===== config.mk =====
export PLATFORM = sky130hd
export DESIGN_NAME = ddtp_timing_cfg
export DESIGN_NICKNAME = d
export VERILOG_FILES = /design/src/ddtp_pkg.sv /design/src/ddtp_timing_cfg.sv
export SDC_FILE = /design/constraint.sdc
export NUM_CORES = 1
export LEC_CHECK = 0
export BUFFER_PORTS_ARGS = -buffer_cell sky130_fd_sc_hd__buf_2
export CAP_MARGIN = 15
export CORE_MARGIN = 3
export CORE_UTILIZATION = 50
export CTS_BUF_LIST = sky130_fd_sc_hd__clkbuf_16
export DETAILED_ROUTE_END_ITERATION = 7
export GPL_ROUTABILITY_DRIVEN = 0
export GPL_TIMING_DRIVEN = 1
export PLACE_DENSITY = 0.69
export SYNTH_ARGS = -nofsm -noshare
export SYNTH_HDL_FRONTEND = slang
export SYNTH_SLANG_ARGS = --single-unit

===== constraint.sdc =====
create_clock -name clk_i -period 20.3 [get_ports clk_i]
set_input_delay 1.015 -clock clk_i [delete_from_list [all_inputs] [get_ports clk_i]]
set_output_delay 1.015 -clock clk_i [all_outputs]
set_load 0.01 [all_outputs]

===== src/ddtp_pkg.sv =====
// Constants, register layouts and types of the DDR2 timing and priority block.
// Assumes one clock domain; every figure below is shared by design and bench.
package ddtp_pkg;

  // Register byte offsets on the Avalon-MM slave
  localparam logic [7:0] OFF_STATUS = 8'h04;
  localparam logic [7:0] OFF_CONFIG = 8'h08;
  localparam logic [7:0] OFF_TIM1 = 8'h10;
  localparam logic [7:0] OFF_TIM2 = 8'h14;
  localparam logic [7:0] OFF_PRIO = 8'h20;
  localparam logic [7:0] OFF_CTRL = 8'he4;

  // Reset values
  localparam logic [31:0] RST_CONFIG = 32'h00000a00;
  localparam logic [31:0] RST_TIM1 = 32'h7ffffffb;
  localparam logic [31:0] RST_TIM2 = 32'h01ffffff;
  localparam logic [31:0] RST_PRIO = 32'h000000ff;
  localparam logic [31:0] RST_CTRL = 32'h00000006;

  // Writable bits; all others read back as stored reset value or zero
  localparam logic [31:0] WM_CONFIG = 32'h00018e00;
  localparam logic [31:0] WM_TIM1 = 32'hfffffffb;
  localparam logic [31:0] WM_TIM2 = 32'h01ffffff;
  localparam logic [31:0] WM_PRIO = 32'h000000ff;
  localparam logic [31:0] WM_CTRL = 32'h00000027;

  // Field positions
  localparam int CFG_UNLOCK_BIT = 15;
  localparam int CFG_ENABLE_BIT = 16;
  localparam int CFG_CL_LSB = 9;
  localparam int CTL_IFRST_BIT = 5;
  localparam int STAT_RDY_BIT = 2;
  localparam logic [31:0] STAT_FIXED = 32'h40000000;
  localparam logic [7:0] PRIO_DISABLE = 8'hff;

  typedef struct packed {
    logic [6:0] rfc;
    logic [2:0] rp;
    logic [2:0] rcd;
    logic [2:0] wr;
    logic [4:0] ras;
    logic [4:0] rc;
    logic [2:0] rrd;
    logic rsvd;
    logic [1:0] wtr;
  } ddtp_tim1_t;

  typedef struct packed {
    logic [6:0] rsvd;
    logic [1:0] odt;
    logic [6:0] sxnr;
    logic [7:0] sxrd;
    logic [2:0] rtp;
    logic [4:0] cke;
  } ddtp_tim2_t;

  typedef enum logic [2:0] {
    CMD_REF = 3'h0,
    CMD_LMR = 3'h1,
    CMD_PRE = 3'h2,
    CMD_ACT = 3'h3,
    CMD_RD = 3'h4,
    CMD_WR = 3'h5
  } ddtp_kind_t;

  typedef struct packed {
    logic issue;
    ddtp_kind_t kind;
  } ddtp_cmd_t;

  // Interval timer indices
  localparam int TM_RFC = 0;
  localparam int TM_RP = 1;
  localparam int TM_RCD = 2;
  localparam int TM_WR = 3;
  localparam int TM_RAS = 4;
  localparam int TM_RC = 5;
  localparam int TM_RRD = 6;
  localparam int TM_WTR = 7;
  localparam int TM_RTP = 8;
  localparam int TM_SXNR = 9;
  localparam int TM_SXRD = 10;
  localparam int TM_CKE = 11;
  localparam int TM_ODT = 12;
  localparam int TM_NUM = 13;

  typedef enum logic [2:0] {
    WS_IDLE = 3'b001,
    WS_LEAD = 3'b010,
    WS_DATA = 3'b100
  } ddtp_wstate_t;

endpackage


===== src/ddtp_timing_cfg.sv =====
// Timing, priority and interface-reset registers of a DDR2 controller, with the
// interval timers that gate each command kind toward the SDRAM.
// Assumes a scheduler on the same clock that issues only allowed commands.
//
// The implementer's own choices: the register offsets and the Avalon-MM register port.
`timescale 1ns/10ps

// What this block does
// - Timing register writes land only while the timing unlock bit is set.
// - Refresh or load-mode blocks refresh and activate for refresh-recovery plus one.
// - Precharge blocks refresh and activate for precharge period plus one.
// - Activate blocks read and write for activate-to-access plus one.
// - Last write data blocks precharge for write recovery plus one.
// - Changing write recovery while enabled starts SDRAM initialization.
// - Activate blocks precharge for active period plus one.
// - Activates spaced by row cycle plus one.
// - Activates to other banks spaced by bank-to-bank plus one; software formula.
// - Last write blocks read for write-to-read plus one.
// - Termination asserted the programmed cycles before write data; software bounds it.
// - Self-refresh exit blocks non-read commands for exit field plus one.
// - Self-refresh exit blocks reads for read exit field plus one.
// - Read blocks precharge for read-to-precharge plus one.
// - Clock enable stays stable clock-enable field plus one between changes.
// - Oldest entry raised after priority field plus one transfers.
// - Priority field all ones disables the raise.
// - Interface logic held in reset while the interface reset bit is one.
// - Ready flag set only when interface logic is locked and out of reset.
// - Unlock bit one permits timing writes; writing it starts initialization.
module ddtp_timing_cfg
  import ddtp_pkg::*;
#(
  parameter int BURST_CYC = 4
) (
  input wire logic clk_i,
  input wire logic sys_rst_i,
  input wire logic ce_i,
  input wire logic [7:0] avs_address_i,
  input wire logic avs_read_i,
  input wire logic avs_write_i,
  input wire logic [31:0] avs_writedata_i,
  input wire logic [3:0] avs_byteenable_i,
  output logic [31:0] avs_readdata_o,
  output logic avs_waitrequest_o,
  input wire ddtp_cmd_t cmd_i,
  output logic [5:0] cmd_allow_o,
  input wire logic cke_req_i,
  output logic mem_cke_o,
  output logic odt_o,
  output logic wdata_en_o,
  input wire logic xfer_done_i,
  input wire logic oldest_retire_i,
  output logic starvation_transfer_count_o,
  input wire logic phy_locked_i,
  output logic phy_rst_o,
  output logic [2:0] read_latency_o,
  output logic [2:0] cas_latency_o,
  output logic init_start_o
);

  ////////////////////////////////////////////////////////////////////////////
  function automatic logic [31:0] merge(input logic [31:0] old, input logic [31:0] wd,
                                        input logic [3:0] be, input logic [31:0] wm);
    logic [31:0] m;
    m = {{8{be[3]}}, {8{be[2]}}, {8{be[1]}}, {8{be[0]}}} & wm;
    return (old & ~m) | (wd & m);
  endfunction

  function automatic logic [7:0] tick(input logic [7:0] cnt, input logic ld,
                                      input logic [7:0] val);
    if (ld) begin
      return val;
    end
    return (cnt != 8'h00) ? cnt - 8'h01 : 8'h00;
  endfunction

  logic ws_r;
  logic [31:0] rdata_r;
  logic [31:0] cfg_r;
  ddtp_tim1_t t1_r;
  ddtp_tim2_t t2_r;
  logic [7:0] prio_r;
  logic [31:0] ctl_r;
  logic lk_s1_r;
  logic lk_s2_r;
  logic rdy_r;
  logic init_r;
  logic wr_acc;
  logic [5:0] wsel;
  logic unlock;
  ddtp_tim1_t t1_nxt;
  logic [31:0] prio_wr;

  assign wr_acc = avs_write_i & ~ws_r;
  assign wsel = avs_address_i[7:2];
  assign unlock = cfg_r[CFG_UNLOCK_BIT];
  assign t1_nxt = ddtp_tim1_t'(merge(t1_r, avs_writedata_i, avs_byteenable_i, WM_TIM1));
  assign prio_wr = merge({24'h000000, prio_r}, avs_writedata_i, avs_byteenable_i, WM_PRIO);

  function automatic logic [31:0] rd_mux(input logic [5:0] a);
    unique case (a)
      OFF_STATUS[7:2]: rd_mux = STAT_FIXED | (32'(rdy_r) << STAT_RDY_BIT);
      OFF_CONFIG[7:2]: rd_mux = cfg_r;
      OFF_TIM1[7:2]: rd_mux = t1_r;
      OFF_TIM2[7:2]: rd_mux = t2_r;
      OFF_PRIO[7:2]: rd_mux = {24'h000000, prio_r};
      OFF_CTRL[7:2]: rd_mux = ctl_r;
      default: rd_mux = 32'h00000000;
    endcase
  endfunction

  ////////////////////////////////////////////////////////////////////////////
  // One wait state per access keeps read data a plain register
  always_ff @(posedge clk_i or posedge sys_rst_i) begin
    if (sys_rst_i) begin
      ws_r <= 1'b1;
      rdata_r <= 32'h00000000;
    end else if (ce_i) begin
      if ((avs_read_i | avs_write_i) & ws_r) begin
        ws_r <= 1'b0;
        rdata_r <= avs_read_i ? rd_mux(wsel) : 32'h00000000;
      end else begin
        ws_r <= 1'b1;
      end
    end
  end

  always_ff @(posedge clk_i or posedge sys_rst_i) begin
    if (sys_rst_i) begin
      cfg_r <= RST_CONFIG;
      prio_r <= RST_PRIO[7:0];
      ctl_r <= RST_CTRL;
    end else if (ce_i && wr_acc) begin
      if (wsel == OFF_CONFIG[7:2]) begin
        cfg_r <= merge(cfg_r, avs_writedata_i, avs_byteenable_i, WM_CONFIG);
      end
      if (wsel == OFF_PRIO[7:2]) begin
        prio_r <= prio_wr[7:0];
      end
      if (wsel == OFF_CTRL[7:2]) begin
        ctl_r <= merge(ctl_r, avs_writedata_i, avs_byteenable_i, WM_CTRL);
      end
    end
  end

  always_ff @(posedge clk_i or posedge sys_rst_i) begin
    if (sys_rst_i) begin
      t1_r <= ddtp_tim1_t'(RST_TIM1);
      t2_r <= ddtp_tim2_t'(RST_TIM2);
    end else if (ce_i && wr_acc && unlock) begin
      if (wsel == OFF_TIM1[7:2]) begin
        t1_r <= t1_nxt;
      end
      if (wsel == OFF_TIM2[7:2]) begin
        t2_r <= ddtp_tim2_t'(merge(t2_r, avs_writedata_i, avs_byteenable_i, WM_TIM2));
      end
    end
  end

  always_ff @(posedge clk_i or posedge sys_rst_i) begin
    if (sys_rst_i) begin
      init_r <= 1'b0;
    end else if (ce_i) begin
      init_r <= wr_acc && ((wsel == OFF_CONFIG[7:2]) ||
                (wsel == OFF_TIM1[7:2] && unlock && cfg_r[CFG_ENABLE_BIT] &&
                 t1_nxt.wr != t1_r.wr));
    end
  end

  always_ff @(posedge clk_i or posedge sys_rst_i) begin
    if (sys_rst_i) begin
      lk_s1_r <= 1'b0;
      lk_s2_r <= 1'b0;
      rdy_r <= 1'b0;
    end else if (ce_i) begin
      lk_s1_r <= phy_locked_i;
      lk_s2_r <= lk_s1_r;
      rdy_r <= lk_s2_r & ~ctl_r[CTL_IFRST_BIT];
    end
  end

  ////////////////////////////////////////////////////////////////////////////
  logic [7:0] cnt_r [TM_NUM];
  logic [7:0] cnt_nxt [TM_NUM];
  logic [7:0] val [TM_NUM];
  logic [TM_NUM-1:0] ld;
  ddtp_wstate_t wst_r;
  ddtp_wstate_t wst_nxt;
  logic [7:0] bcnt_r;
  logic cke_r;
  logic cke_go;
  logic odt_r;
  logic wde_r;
  logic [5:0] allow_r;
  logic burst_end;

  function automatic logic is_k(input ddtp_cmd_t c, input ddtp_kind_t k);
    return c.issue && c.kind == k;
  endfunction

  // clock enable moves only when its timer is idle
  assign cke_go = (cke_req_i != cke_r) && cnt_r[TM_CKE] == 8'h00;
  assign burst_end = (wst_r == WS_DATA) && bcnt_r == 8'h00;

  always_comb begin
    val[TM_RFC] = 8'(t1_r.rfc);
    val[TM_RP] = 8'(t1_r.rp);
    val[TM_RCD] = 8'(t1_r.rcd);
    val[TM_WR] = 8'(t1_r.wr);
    val[TM_RAS] = 8'(t1_r.ras);
    val[TM_RC] = 8'(t1_r.rc);
    val[TM_RRD] = 8'(t1_r.rrd);
    val[TM_WTR] = 8'(t1_r.wtr);
    val[TM_RTP] = 8'(t2_r.rtp);
    val[TM_SXNR] = 8'(t2_r.sxnr);
    val[TM_SXRD] = t2_r.sxrd;
    val[TM_CKE] = 8'(t2_r.cke);
    val[TM_ODT] = 8'(t2_r.odt);
    ld = '0;
    ld[TM_RFC] = is_k(cmd_i, CMD_REF) | is_k(cmd_i, CMD_LMR);
    ld[TM_RP] = is_k(cmd_i, CMD_PRE);
    ld[TM_RCD] = is_k(cmd_i, CMD_ACT);
    ld[TM_RAS] = is_k(cmd_i, CMD_ACT);
    ld[TM_RC] = is_k(cmd_i, CMD_ACT);
    ld[TM_RRD] = is_k(cmd_i, CMD_ACT);
    ld[TM_RTP] = is_k(cmd_i, CMD_RD);
    ld[TM_WR] = burst_end;
    ld[TM_WTR] = burst_end;
    ld[TM_SXNR] = cke_go & cke_req_i;
    ld[TM_SXRD] = cke_go & cke_req_i;
    ld[TM_CKE] = cke_go;
    ld[TM_ODT] = is_k(cmd_i, CMD_WR);
    for (int i = 0; i < TM_NUM; i++) begin
      cnt_nxt[i] = tick(cnt_r[i], ld[i], val[i]);
    end
  end

  // termination leads write data by the programmed cycles
  always_comb begin
    wst_nxt = wst_r;
    unique case (wst_r)
      WS_IDLE: begin
        if (is_k(cmd_i, CMD_WR)) begin
          wst_nxt = (t2_r.odt == 2'h0) ? WS_DATA : WS_LEAD;
        end
      end
      WS_LEAD: begin
        if (cnt_r[TM_ODT] <= 8'h01) begin
          wst_nxt = WS_DATA;
        end
      end
      WS_DATA: begin
        if (bcnt_r == 8'h00) begin
          wst_nxt = WS_IDLE;
        end
      end
      default: wst_nxt = WS_IDLE;
    endcase
  end

  always_ff @(posedge clk_i or posedge sys_rst_i) begin
    if (sys_rst_i) begin
      for (int i = 0; i < TM_NUM; i++) begin
        cnt_r[i] <= 8'h00;
      end
    end else if (ce_i) begin
      for (int i = 0; i < TM_NUM; i++) begin
        cnt_r[i] <= cnt_nxt[i];
      end
    end
  end

  always_ff @(posedge clk_i or posedge sys_rst_i) begin
    if (sys_rst_i) begin
      wst_r <= WS_IDLE;
      bcnt_r <= 8'h00;
      odt_r <= 1'b0;
      wde_r <= 1'b0;
    end else if (ce_i) begin
      wst_r <= wst_nxt;
      odt_r <= wst_nxt != WS_IDLE;
      wde_r <= wst_nxt == WS_DATA;
      if (wst_r != WS_DATA && wst_nxt == WS_DATA) begin
        bcnt_r <= 8'(BURST_CYC - 1);
      end else if (bcnt_r != 8'h00) begin
        bcnt_r <= bcnt_r - 8'h01;
      end
    end
  end

  always_ff @(posedge clk_i or posedge sys_rst_i) begin
    if (sys_rst_i) begin
      cke_r <= 1'b0;
    end else if (ce_i && cke_go) begin
      cke_r <= cke_req_i;
    end
  end

  // Allows are registered from next counter values, so they are exact, not late
  always_ff @(posedge clk_i or posedge sys_rst_i) begin
    if (sys_rst_i) begin
      allow_r <= 6'h00;
    end else if (ce_i) begin
      allow_r[CMD_REF] <= cnt_nxt[TM_RFC] == 8'h00 && cnt_nxt[TM_RP] == 8'h00 &&
                          cnt_nxt[TM_SXNR] == 8'h00;
      allow_r[CMD_LMR] <= cnt_nxt[TM_SXNR] == 8'h00;
      allow_r[CMD_PRE] <= cnt_nxt[TM_RAS] == 8'h00 && cnt_nxt[TM_WR] == 8'h00 &&
                          cnt_nxt[TM_RTP] == 8'h00 && cnt_nxt[TM_SXNR] == 8'h00 &&
                          wst_nxt == WS_IDLE;
      allow_r[CMD_ACT] <= cnt_nxt[TM_RFC] == 8'h00 && cnt_nxt[TM_RP] == 8'h00 &&
                          cnt_nxt[TM_RC] == 8'h00 && cnt_nxt[TM_RRD] == 8'h00 &&
                          cnt_nxt[TM_SXNR] == 8'h00;
      allow_r[CMD_RD] <= cnt_nxt[TM_RCD] == 8'h00 && cnt_nxt[TM_WTR] == 8'h00 &&
                         cnt_nxt[TM_SXRD] == 8'h00 && wst_nxt == WS_IDLE;
      allow_r[CMD_WR] <= cnt_nxt[TM_RCD] == 8'h00 && cnt_nxt[TM_SXNR] == 8'h00 &&
                         wst_nxt == WS_IDLE;
    end
  end

  ////////////////////////////////////////////////////////////////////////////
  logic [7:0] xcnt_r;
  logic raise_r;

  always_ff @(posedge clk_i or posedge sys_rst_i) begin
    if (sys_rst_i) begin
      xcnt_r <= 8'h00;
      raise_r <= 1'b0;
    end else if (ce_i) begin
      raise_r <= xfer_done_i && prio_r != PRIO_DISABLE && xcnt_r == prio_r;
      if (oldest_retire_i || (xfer_done_i && xcnt_r == prio_r)) begin
        xcnt_r <= 8'h00;
      end else if (xfer_done_i && prio_r != PRIO_DISABLE) begin
        xcnt_r <= xcnt_r + 8'h01;
      end
    end
  end

  // interface reset straight from the control bit
  assign phy_rst_o = ctl_r[CTL_IFRST_BIT];
  assign read_latency_o = ctl_r[2:0];
  assign cas_latency_o = cfg_r[CFG_CL_LSB+:3];
  assign avs_readdata_o = rdata_r;
  assign avs_waitrequest_o = ws_r;
  assign cmd_allow_o = allow_r;
  assign mem_cke_o = cke_r;
  assign odt_o = odt_r;
  assign wdata_en_o = wde_r;
  assign starvation_transfer_count_o = raise_r;
  assign init_start_o = init_r;

  logic t1_hit;
  assign t1_hit = ce_i && wr_acc && wsel == OFF_TIM1[7:2];
endmodule


Yosys cells after proc, flatten, opt, wreduce, memory -nomap -nowiden
Index checks and enable logic that the tools add are counted.

cells by class
  add/sub/neg operators = 15
  magnitude comparators = 1
  eq/ne operators = 22
  multiplexer cells = 59
  bitwise gates (word level) = 28
  reduce and logical (&&, ||, !) cells = 74

operator list
  operator                                                                count
  8-bit 2-to-1 mux                                                        43
  32-bit one-hot mux with 6 select lines                                  1
  32-bit AND                                                              5
  32-bit OR                                                               4
  8-bit nonzero test                                                      14
  8-bit by 1-bit subtractor with 8-bit output (second input constant)     14
  8-bit zero test                                                         13
  1-bit logical AND                                                       33
  32-bit by 17-bit AND with 32-bit output                                 1
  32-bit by 25-bit AND with 32-bit output                                 1
  32-bit by 6-bit AND with 32-bit output                                  1
  32-bit 2-to-1 mux                                                       1
  17-bit inverter with 32-bit output                                      1
  25-bit inverter with 32-bit output                                      1
  32-bit inverter                                                         1
  6-bit inverter with 32-bit output                                       1
  8-bit AND                                                               2
  2-bit AND reduction                                                     8
  3-bit equality test (second input constant)                             4
  6-bit by 3-bit equality test with 1-bit output (second input constant)  2
  3-bit 2-to-1 mux                                                        4
  3-bit by 1-bit equality test with 1-bit output (second input constant)  3
  3-bit by 2-bit equality test with 1-bit output (second input constant)  3
  1-bit 2-to-1 mux                                                        9
  other kinds (22)                                                        29

storage, ports and cells
  register bits after elaboration = 306
  input bits = 57
  output and inout bits = 51
  logic and storage cells = 244

Logic depth before layout (Yosys ltp)
Gate-level depths: netlist of run 1.

  depth in word-level cells = 10
  mapped depth = 10
  gate-level depth less buffers = 8

Least setup slack after synthesis of run 1
OpenSTA, ideal clock, no wires.

  kind = in2reg
  start point = in avs_address_i[5]
  end point = reg (tool-made name)
  library setup time = 0.125 ns
  arrival time = 2.578 ns
  required time = 20.175 ns
  slack = 17.598 ns
  stages on the path = 7
  buffers on the path = 1
  cell sequence = nor3_1 > nand2_1 > nor3_1 > and3_1 > clkbuf_1 > nand2_1 > mux2_2

RTL lines
  element          line                   source
  start, declared  ddtp_timing_cfg.sv:37  input wire logic [7:0] avs_address_i,

==> key figures, run 1 <==
STA
  • Final hold violations: 0
  • Max Freq: 0.327 GHz
  • Final period util: about 15%
  • RSZ-0062 raised after global routing: no
  • Tmin final: 3060 ps
  • TNS Setup: 0 ps
  • Slew Viols, Final: 0
  • Layout Skew: roughly 11 ps
  • Max-slew headroom: roughly a third
  • Slew of the pin with the lowest slew margin: just over 1000 ps
  • # setup viols final: 0

Placed design
  • Dpl hpwl: about 21 mm
  • I/O Buffers: ~110
  • Placed insts: approximately 1700

Clocking
  • Root buffer cell: clkbuf_16
  • Reg clk slew, reported paths: about 60 ps
  • # hold bufs at CTS: 0
  • CTS tree: yes
  • Setup Fix Bufs, Post-CTS: 0
  • Max Root-Sink Buffers: 3
  • CTS H-tree depth: 1
  • Post-CTS sizing: 0
  • CTS buffer count: 27
  • Clk Latency, worst-skew pair: 520 ps
  • Clk sinks: between 200 and 250

Detailed routing
  • Post-route antenna net violation count: 0
  • Post-route DRC violation count: 0
  • Via count: just over 10000
  • Routed len/inst: between 15 and 20 um
  • WL final: ~31 mm
  • DRT Pass-1 Iters: 5
  • DRT iter0 DRCs: 789
  • DR vias/cell: about 6

GRT
  • Gr ovfl total: 0
  • Met1 Usage GRT: between 30% and 40%
  • Initial antenna violation count: 0
  • Vias in the first global route: approximately 10000
  • Grt met2 use: a little under two fifths
  • First-pass GRT wire length: 51.1 mm
  • Gr usage total: a little under a quarter
  • Largest net degree at the start of global routing: 100
  • GR Util met3: 3.62%
  • Gr busiest metal: met2

Critical path
  • Critical path peak fanout: 67
  • Worst EP arrival: approximately 3500 ps
  • Critical path origin: ce_i
  • CP Data Required Time: about 21000 ps
  • CP endpoint kind: flip-flop
  • Critical path class: in2reg
  • Worst setup SP type: input port
  • Depth of the most critical reg-to-reg path: 8
  • RR Startpoint: cnt_r[56]$_DFFE_PP0P_
  • Worst reg2reg setup slack: approximately 17000 ps
  • Reg-to-reg endpoint: cmd_allow_o[3]$_DFFE_PP0P_

Job
  • Max_cap viols: 0

Final layout
  • Final Non-Filler Cells: roughly 1700
  • Final nets: 1474
  • Fill cell count: 2174
  • N_diodes: 0
  • Area Overhead vs Synth: 13.4%
  • Layout cell share with drive strength beyond 1: roughly a quarter

Logic synthesis
  • Synthesized flop and latch total: around 240
  • Post-synth ARST share: 100%
  • Synth top cells by count: 174 x dfrtp_1, 172 x o21ai_0, 152 x nand2_1
  • Post-Syn Instances: ~1300
  • Synth top area share: between 30 and 40%
  • Ys flop type: dfrtp_1
  • Synth area leader: dfrtp_1
  • Syn_area_per_cell: just under 10 sq um
  • Synth Cell Area: approximately 13000 sq um
  • Synth Net Count: 1382
  • Library cells used by synthesis: 70
  • Count leader, synth: dfrtp_1
  • Post-synth EDFFs: 0
  • Syn. warnings: 0
  • Synth top area cells: dfrtp_1 34%, dfstp_2 14%, mux2_2 7.3%
  • Sequential fraction of the synthesis area: 48.5%

Run status
  • Run status: complete, no violations

Power and ir drop
  • Pleak: ~6.4 nW
  • Pwr dens: between 100 and 150 nW/um^2
  • Worst vdd ir: between 0.07 and 0.08 mV

Floorplan
  • Die Wd: about 170 um
  • Row cnt: 57
  • Die ar.: 27400 sq um
  • Ports: between 100 and 150
  • Starting Density: between 50% and 60%
  • Core ar.: 24700 sq um
  • Height of the die: ~170 um

Worst hold path
  • Worst min-delay path endpoint: avs_readdata_o[2]$_DFFE_PP0P_
  • Hold Crit Start: avs_readdata_o[2]$_DFFE_PP0P_
  • Hold depth: 1
  • Tightest Hold Check Type: reg2reg
-- per-layer routing --
layer  routed length [um]  part of all wire, %
met5                    0                    0
met3                 1530                  4.9
met1                14600                   46
met2                14600                   47
met4                  666                  2.1
-- where the power goes --
| part | internal [mW] | leakage (nW) | switching (mW) |
|---|---|---|---|
| Combinational | 0.191 | 2.96 | 0.248 |
| Sequential | 0.588 | 2.93 | 0.112 |
| Clock | 0.292 | 0.457 | 0.196 |
-- per-stage QoR --
stage | cell area [sq um] | utilization (%) | hold WS (ps) | setup WS, ps | power [mW]
2_1_floorplan | 12700 | - | 440 | 12730 | 1.03
3_3_place_gp | 13600 | 54.9 | 459 | 16700 | 1.12
3_5_place_dp | 13600 | 54.9 | 461 | 16680 | 1.14
4_1_cts | 14400 | 58.5 | 474 | 17240 | 1.63
5_1_grt | 14400 | 58.5 | 490 | 17110 | 1.74
6_report | 14400 | 58.5 | 472 | 17240 | 1.63
-- layout by cell type (no fill, tap or decap), types with 7 or more instances in the layout --
master       n
a21oi_1     49
a222oi_1     8
a22o_1      21
a22oi_1     16
a31oi_1     13
a32oi_1      7
and3_1       7
buf_2      104
buf_4       13
clkbuf_16   27
dfrtp_1    174
dfstp_2     69
ha_1        27
inv_1       54
mux2_2      82
nand2_1    152
nand2b_1    11
nand3_1     23
nand4_1      8
nor2_1      85
nor2b_1      9
nor3_1      42
nor3b_1     10
nor4_1      21
o21ai_0    171
o2bb2ai_1   11
o31ai_1     14
o41ai_1      9
or2_2        8
or3_1       11
or4_1       10
xnor2_1     22
xor2_1      22
-- worst max path at each step --
stage                                 end  slack (ps)  cells past startpoint
detailed placement  cnt_r[15]$_DFFE_PP0P_       16680                      6
finish              cnt_r[15]$_DFFE_PP0P_       17240                      6
floorplan                       async pin       12730                      1
CTS                 cnt_r[15]$_DFFE_PP0P_       17240                      6
global placement    cnt_r[15]$_DFFE_PP0P_       16700                      6
global route        cnt_r[15]$_DFFE_PP0P_       17110                      6
-- worst max-delay path, stage by stage --
cell    delay [ps]
buf_4          520
inv_2          370
buf_4          390
or4_1          620
nor3_1         180
mux2_2         350
-- cells by family (layout without fill, tap and decap cells) --
logic type	count (synthesis)	after routing	synth area share (%)
multiplexers	84	84	7.41
flip-flops	243	243	48.5
XOR/XNOR	44	44	3.03
buffers and inverters	103	215	3.15
AND/OR/NAND/NOR	438	438	17.2
AO/OA/AOI/OAI	359	359	18.0
adder cells (fa/ha/maj)	27	27	2.66
-- area by class of cell --
class / count / area [sq um] / share of cell area [%]
Timing Repair Buffer: 117 / 618 / 4.28
Clock inverter: 22 / 203 / 1.40
Clock buffer: 27 / 676 / 4.68
Inverter: 49 / 191 / 1.33
Multi-Input combinational cell: 952 / 6170 / 42.8
Tap cell: 324 / 405 / 2.81
Sequential cell: 243 / 6170 / 42.7
(Power assumes the default switching activity.)
==> run 2: changes to the inputs <==
- clock period: 20.3 -> 3.2 ns (I/O delays scaled with it)
==> run 2 against run 1 <==
  * Setup slack worse by 17000 ps
  * Largest cell class unchanged
  * Die area stayed put
  * Total power grew to 6.3 times the previous value
  * Register-to-register slack worse by 17000 ps
  * Clock skew is 2.6 ps lower
  * Sequential power grew to 6.3 times the previous value
  * Worst hold slack worse by 370 ps
==> key figures, run 2 (same netlist as run 1, synthesis figures left out) <==
Final layout
  • Area Overhead vs Synth: 16.9%
  • Fill cell count: 2082 (-4.2%)
  • Layout cell share with drive strength beyond 1: 23.8% (-0.14 points)
  • Commonest non-fill, non-tap cells in the layout: 174 x dfrtp_1, 171 x o21ai_0, 152 x nand2_1
  • Final nets: 1520 (+3.1%)
  • Commonest non-fill, non-tap cell in the layout: dfrtp_1
  • Final core occ: 60.3% (+1.8 points)

Detailed routing
  • Via count: 10600 (+2.3%)
  • DRT Pass-1 Iters: 5 (unchanged)
  • WL final: 32.4 mm (+3.4%)
  • Routed len/inst: 18.2 um (+0.63%)
  • DR vias/cell: 5.92 (-0.39%)
  • DRT iter0 DRCs: 865 (+9.6%)
  • Post-route antenna net violation count: 0 (unchanged)
  • Post-route DRC violation count: 0 (unchanged)

Power and ir drop
  • Power consumption: 10.2 mW (+530%)
  • Worst vdd ir: 0.635 mV (+750%)
  • Pwr dens: 688 nW/um^2 (+510%)
  • Pleak: 6.53 nW (+2.8%)

Placed design
  • Dpl hpwl: 22.2 mm (+3.4%)
  • I/O Buffers: 105 (unchanged)

STA
  • RSZ-0062 raised after global routing: no
  • Slew Viols, Final: 0 (unchanged)
  • Slew of the pin with the lowest slew margin: 799 ps (-211 ps)
  • Max-slew headroom: 46.6% (+15 points)
  • Final period util: 89.9%
  • Layout Skew: 8.01 ps (-2.55 ps)
  • Tmin final: roughly 2900 ps
  • Max Freq: between 0.3 and 0.4 GHz
  • # setup viols final: 0 (unchanged)
  • Final hold violations: 0 (unchanged)

Clocking
  • Setup Fix Bufs, Post-CTS: 0 (unchanged)
  • Max Root-Sink Buffers: 3 (unchanged)
  • CTS H-tree depth: 1 (unchanged)
  • CTS tree: yes
  • Reg clk slew, reported paths: 60 ps (about the same)
  • Clk Latency, worst-skew pair: 540 ps (+20 ps)
  • Root buffer cell: clkbuf_16
  • CTS buffer count: 26 (-3.7%)
  • Clk sinks: 243 (unchanged)

Run status
  • Run status: complete, no violations

Critical path
  • Reg-to-reg endpoint: cmd_allow_o[3]$_DFFE_PP0P_
  • CP endpoint kind: flip-flop
  • Critical path peak fanout: 5 (-93%)
  • Critical path class: reg2reg
  • Worst EP arrival: 3320 ps (-140 ps)
  • Worst reg2reg setup slack: 320 ps (-16990 ps)
  • CP endpoint: cmd_allow_o[3]$_DFFE_PP0P_
  • Depth of the most critical reg-to-reg path: 8 (unchanged)
  • Worst setup SP type: flip-flop
  • Critical path origin: cnt_r[56]$_DFFE_PP0P_
  • CP Data Required Time: 3640 ps (-17070 ps)
  • RR Startpoint: cnt_r[56]$_DFFE_PP0P_

GRT
  • Initial antenna violation count: 1 (+1)
  • Gr usage total: 23.5% (+0.59 points)
  • Vias in the first global route: 10300 (+3.0%)
  • Largest net degree at the start of global routing: 145 (+45%)
  • Gr ovfl total: 0 (unchanged)
  • First-pass GRT wire length: 52.4 mm (+2.6%)

Worst hold path
  • Tightest Hold Check Type: in2reg

Floorplan
  • Row cnt: 57 (unchanged)
  • Die ar.: 27400 sq um (unchanged)
  • Starting Density: 51.6% (unchanged)
  • Ports: 108 (unchanged)
  • Core ar.: 24700 sq um (unchanged)
  • Height of the die: 166 um (unchanged)
  • Die Wd: 166 um (unchanged)

Job
  • Max_cap viols: 0 (unchanged)
## run 2: cell types whose count changed in the layout (fill, tap and decap cells not counted), sizes merged
cell,delta
bufinv,-2
diode,+1
dlygate4sd3,+39
buf,+8
inv,-3
clkinvlp,+4
## run 2: timing repair
item	in CTS	in global routing
endpoints found under the hold margin	106	0
endpoints found under the setup margin	0	0
gates resized for setup	0	0
hold buffers	39	0
## run 2: layer usage
layer | vias up | GRT usage [%] | routed length [um]
li1 | 5017 | - | -
met4 | 2 | 6.96 | 928
met2 | 305 | 37.8 | 14900
met1 | 5163 | 33.0 | 14900
met3 | 65 | 3.69 | 1630
met5 | - | 0 | 13
## run 2: per-stage QoR
| stage | setup TNS (ps) | instance area [sq um] | cells | setup slack [ps] | hold slack [ps] |
|---|---|---|---|---|---|
| 2_1_floorplan | -16260 | 12700 | 1298 | -93.5 | 310 |
| 3_3_place_gp | 0 | 13600 | 1692 | 392 | 342 |
| 3_5_place_dp | 0 | 13600 | 1692 | 350 | 352 |
| 4_1_cts | 0 | 14900 | 1779 | 320 | 77.2 |
| 5_1_grt | 0 | 14900 | 1780 | 144 | 98.7 |
| 6_report | 0 | 14900 | 1781 | 324 | 98.3 |
## run 2: how the worst min path moves through the flow
stage	slack, ps	start	end	cells after the start
floorplan	310	avs_writedata_i[16]	flip-flop	1
global placement	340	sys_rst_i	bcnt_r[4]$_DFFE_PP0P_	2
detailed placement	350	sys_rst_i	bcnt_r[4]$_DFFE_PP0P_	2
CTS	80	oldest_retire_i	xcnt_r[1]$_DFFE_PP0P_	4
global route	100	oldest_retire_i	xcnt_r[1]$_DFFE_PP0P_	4
finish	100	oldest_retire_i	xcnt_r[1]$_DFFE_PP0P_	4
## run 2: worst max-delay path, stage by stage (launching register included)
cell     delay, ps
dfrtp_1        390
inv_1          130
ha_1           250
or4b_2         620
nor2_1         200
xnor2_1        140
a31oi_1        100
or4b_2         740
o32ai_2        220
## run 2: area by class of cell
cell class	count	area (sq um)	share of cell area [%]
well taps	324	405	2.72
repair buffers	164	1110	7.48
clock inverters	21	153	1.03
flip-flops and latches	243	6170	41.5
inverters	49	188	1.26
diodes	1	2.50	0.0168
multi-input cells	952	6170	41.5
clock buffers	27	676	4.54
## run 2: power breakdown
group	internal (mW)	switching, mW	total, mW
Sequential	3.73	0.704	4.43
Clock	1.68	1.26	2.94
Combinational	1.26	1.60	2.86
==> run 3: changes to the inputs <==
- clock period: 3.2 -> 3.55 ns (I/O delays scaled with it)
==> run 3 against run 2 <==
  * Non-clock buffer count is 4 lower
  * Setup slack better by 270 ps
  * Total power down 9.0%
  * Final cell count shrank 0.17%
  * Final area stayed put
  * First-iteration DRC count decreased by 1.5%
  * Critical path depth unchanged
  * Sequential share of layout area unchanged
  * Fmax fell by 2.7%
  * Combinational power decreased by 10%
  * Clock power shrank 6%
  * Critical endpoint unchanged
  * Largest cell class unchanged
==> key figures, run 3 (same netlist as run 1, synthesis figures left out) <==
Run status
  • Run status: complete, no violations

Final layout
  • Commonest non-fill, non-tap cell in the layout: dfrtp_1
  • Final core occ: 60.3% (unchanged)
  • Layout cell share with drive strength beyond 1: 23.8% (-0.036 points)
  • Fill cell count: 2098 (+0.77%)
  • N_diodes: 0 (-1)
  • Area Overhead vs Synth: 16.9% (unchanged)
  • Final nets: 1517 (-0.20%)
  • Commonest non-fill, non-tap cells in the layout: 174 x dfrtp_1, 171 x o21ai_0, 152 x nand2_1

Floorplan
  • Row cnt: 57 (unchanged)
  • Die Wd: 166 um (unchanged)
  • Core ar.: 24700 sq um (unchanged)
  • Starting Density: 51.6% (unchanged)
  • Ports: 108 (unchanged)
  • Die ar.: 27400 sq um (unchanged)
  • Height of the die: 166 um (unchanged)

Power and ir drop
  • Pwr dens: 627 nW/um^2 (-9.0%)
  • Switching share of power: 34.6% (-0.19 points)
  • Pleak: 6.53 nW (about the same)
  • Register share of total power: 42.9% (-0.4 points)
  • Power Internal: 6.09 mW (-8.7%)
  • Clock power share: 29.7% (+1.0 points)
  • Sw power: 3.23 mW (-9.5%)
  • Logic pwr share: 27.5% (-0.5 points)
  • Worst vdd ir: 0.383 mV (-40%)

Clocking
  • CTS buffer count: 27 (+3.8%)
  • Setup Fix Bufs, Post-CTS: 0 (unchanged)
  • Post-CTS sizing: 0 (unchanged)
  • Clk sinks: 243 (unchanged)
  • CTS tree: yes
  • CTS H-tree depth: 1 (unchanged)
  • Clk Latency, worst-skew pair: 540 ps (about the same)
  • Max Root-Sink Buffers: 3 (unchanged)
  • Reg clk slew, reported paths: 60 ps (about the same)
  • Root buffer cell: clkbuf_16

GRT
  • Vias in the first global route: 10300 (-0.45%)
  • First-pass GRT wire length: 53.1 mm (+1.3%)
  • Initial antenna violation count: 1 (unchanged)
  • Gr usage total: 23.8% (+0.29 points)
  • Gr ovfl total: 0 (unchanged)
  • Largest net degree at the start of global routing: 98 (-32%)

Critical path
  • Depth of the most critical reg-to-reg path: 8 (unchanged)
  • Slowest stage delay, CP: 760 ps (+20 ps)
  • Worst setup SP type: flip-flop
  • CP endpoint kind: flip-flop
  • Cell mode on critical path: or4b_2
  • Critical path class: reg2reg
  • Critical path peak fanout: 5 (unchanged)
  • Worst EP arrival: 3390 ps (+70 ps)
  • CP Data Required Time: 3990 ps (+350 ps)
  • Slowest cell on crit path: or4b_2
  • Cell chain of the critical path: inv_1, ha_1, or4b_2, nor2_1, xnor2_1, a31oi_1, or4b_2, o32ai_2

Placed design
  • Dpl ws: 637 ps (+288 ps)
  • Dpl hpwl: 22.4 mm (+0.61%)
  • I/O Buffers: 105 (unchanged)

STA
  • Final worst slack: 596 ps (+272 ps)
  • Layout Skew: 15.0 ps (+7.00 ps)
  • Slew Viols, Final: 0 (unchanged)
  • Final hold violations: 0 (unchanged)
  • Slew of the pin with the lowest slew margin: 822 ps (+23.3 ps)
  • Final period util: 83.2% (-6.7 points)
  • Tmin final: 2950 ps (+78.4 ps)
  • TNS Setup: 0 ps (unchanged)
  • Max Freq: 0.338 GHz (-2.7%)
  • Max-slew headroom: 45.1% (-1.6 points)
  • RSZ-0062 raised after global routing: no
  • # setup viols final: 0 (unchanged)

Detailed routing
  • Post-route antenna net violation count: 0 (unchanged)
  • DRT iter0 DRCs: 852 (-1.5%)
  • Routed len/inst: 18.3 um (+0.38%)
  • WL final: 32.5 mm (+0.21%)
  • Post-route DRC violation count: 0 (unchanged)
  • Via count: 10600 (+0.29%)
  • DR vias/cell: 5.95 (+0.46%)
  • DRT Pass-1 Iters: 5 (unchanged)

Worst hold path
  • Hold depth: 4 (unchanged)
  • Tightest Hold Check Type: in2reg

Job
  • Max_cap viols: 0 (unchanged)
==> run 3: per-layer routing <==
metal / vias to the layer above / routed length, um / GRT usage (%) / share of wire [%]
met1: 5255 / 15000 / 33.8 / 46
li1: 5022 / - / - / -
met4: 2 / 478 / 4.50 / 1.5
met2: 261 / 15400 / 38.8 / 47
met3: 43 / 1640 / 3.87 / 5.0
met5: - / 13 / 0 / 0.040
==> run 3: power by group through the flow <==
stage / combinational, mW / clock [mW] / sequential (mW)
after global routing: 2.94 / 2.93 / 4.10
after floorplan: 2.03 / 0 / 3.86
after CTS: 2.56 / 2.82 / 3.98
final: 2.56 / 2.77 / 4.00
after detailed placement: 2.52 / 0 / 4.01
after global placement: 2.43 / 0 / 3.99
==> run 3: final timing paths <==
kind                                            start                    endpoint  slack, ps
min in group asynchronous                   sys_rst_i       bcnt_r[4]$_DFFE_PP0P_        350
worst min register to register      odt_o$_DFFE_PP0P_           odt_o$_DFFE_PP0P_        480
worst max register to register  cnt_r[56]$_DFFE_PP0P_  cmd_allow_o[3]$_DFFE_PP0P_        600
max in group asynchronous                   sys_rst_i                   async pin       2230
worst max-delay path            cnt_r[56]$_DFFE_PP0P_  cmd_allow_o[3]$_DFFE_PP0P_        600
worst min-delay path                  oldest_retire_i       xcnt_r[1]$_DFFE_PP0P_        110
==> run 3: critical path, delay by kind of cell, from the launching register on <==
kind | cells | cell delay, ps
buffers and inverters | 1 | 140
adder cells (fa/ha/maj) | 1 | 260
AND/OR/NAND/NOR | 3 | 1600
AO/OA/AOI/OAI | 2 | 330
flip-flops | 1 | 390
XOR/XNOR | 1 | 150
==> run 3: repair_timing <==
item,in CTS,in global routing
endpoints found under the hold margin,102,0
hold buffers,37,0
setup endpoints to repair,0,0
==> run 3: final cells by class <==
| type | instances | area, sq um | share of cell area (%) |
|---|---|---|---|
| clock inverter | 23 | 198 | 1.33 |
| timing repair buffer | 160 | 1070 | 7.20 |
| inverter | 49 | 188 | 1.26 |
| sequential | 243 | 6170 | 41.5 |
| tap | 324 | 405 | 2.72 |
| multi-input combinational | 952 | 6170 | 41.5 |
| clock buffer | 27 | 676 | 4.54 |
==> run 3: through the flow <==
step	hold slack [ps]	instances	instance area [sq um]	total power, mW
after floorplan	328	1298	12700	5.89
after global routing	117	1778	14900	9.97
final	113	1778	14900	9.32
after CTS	90.1	1778	14900	9.36
after global placement	370	1691	13600	6.42
after detailed placement	371	1691	13600	6.53
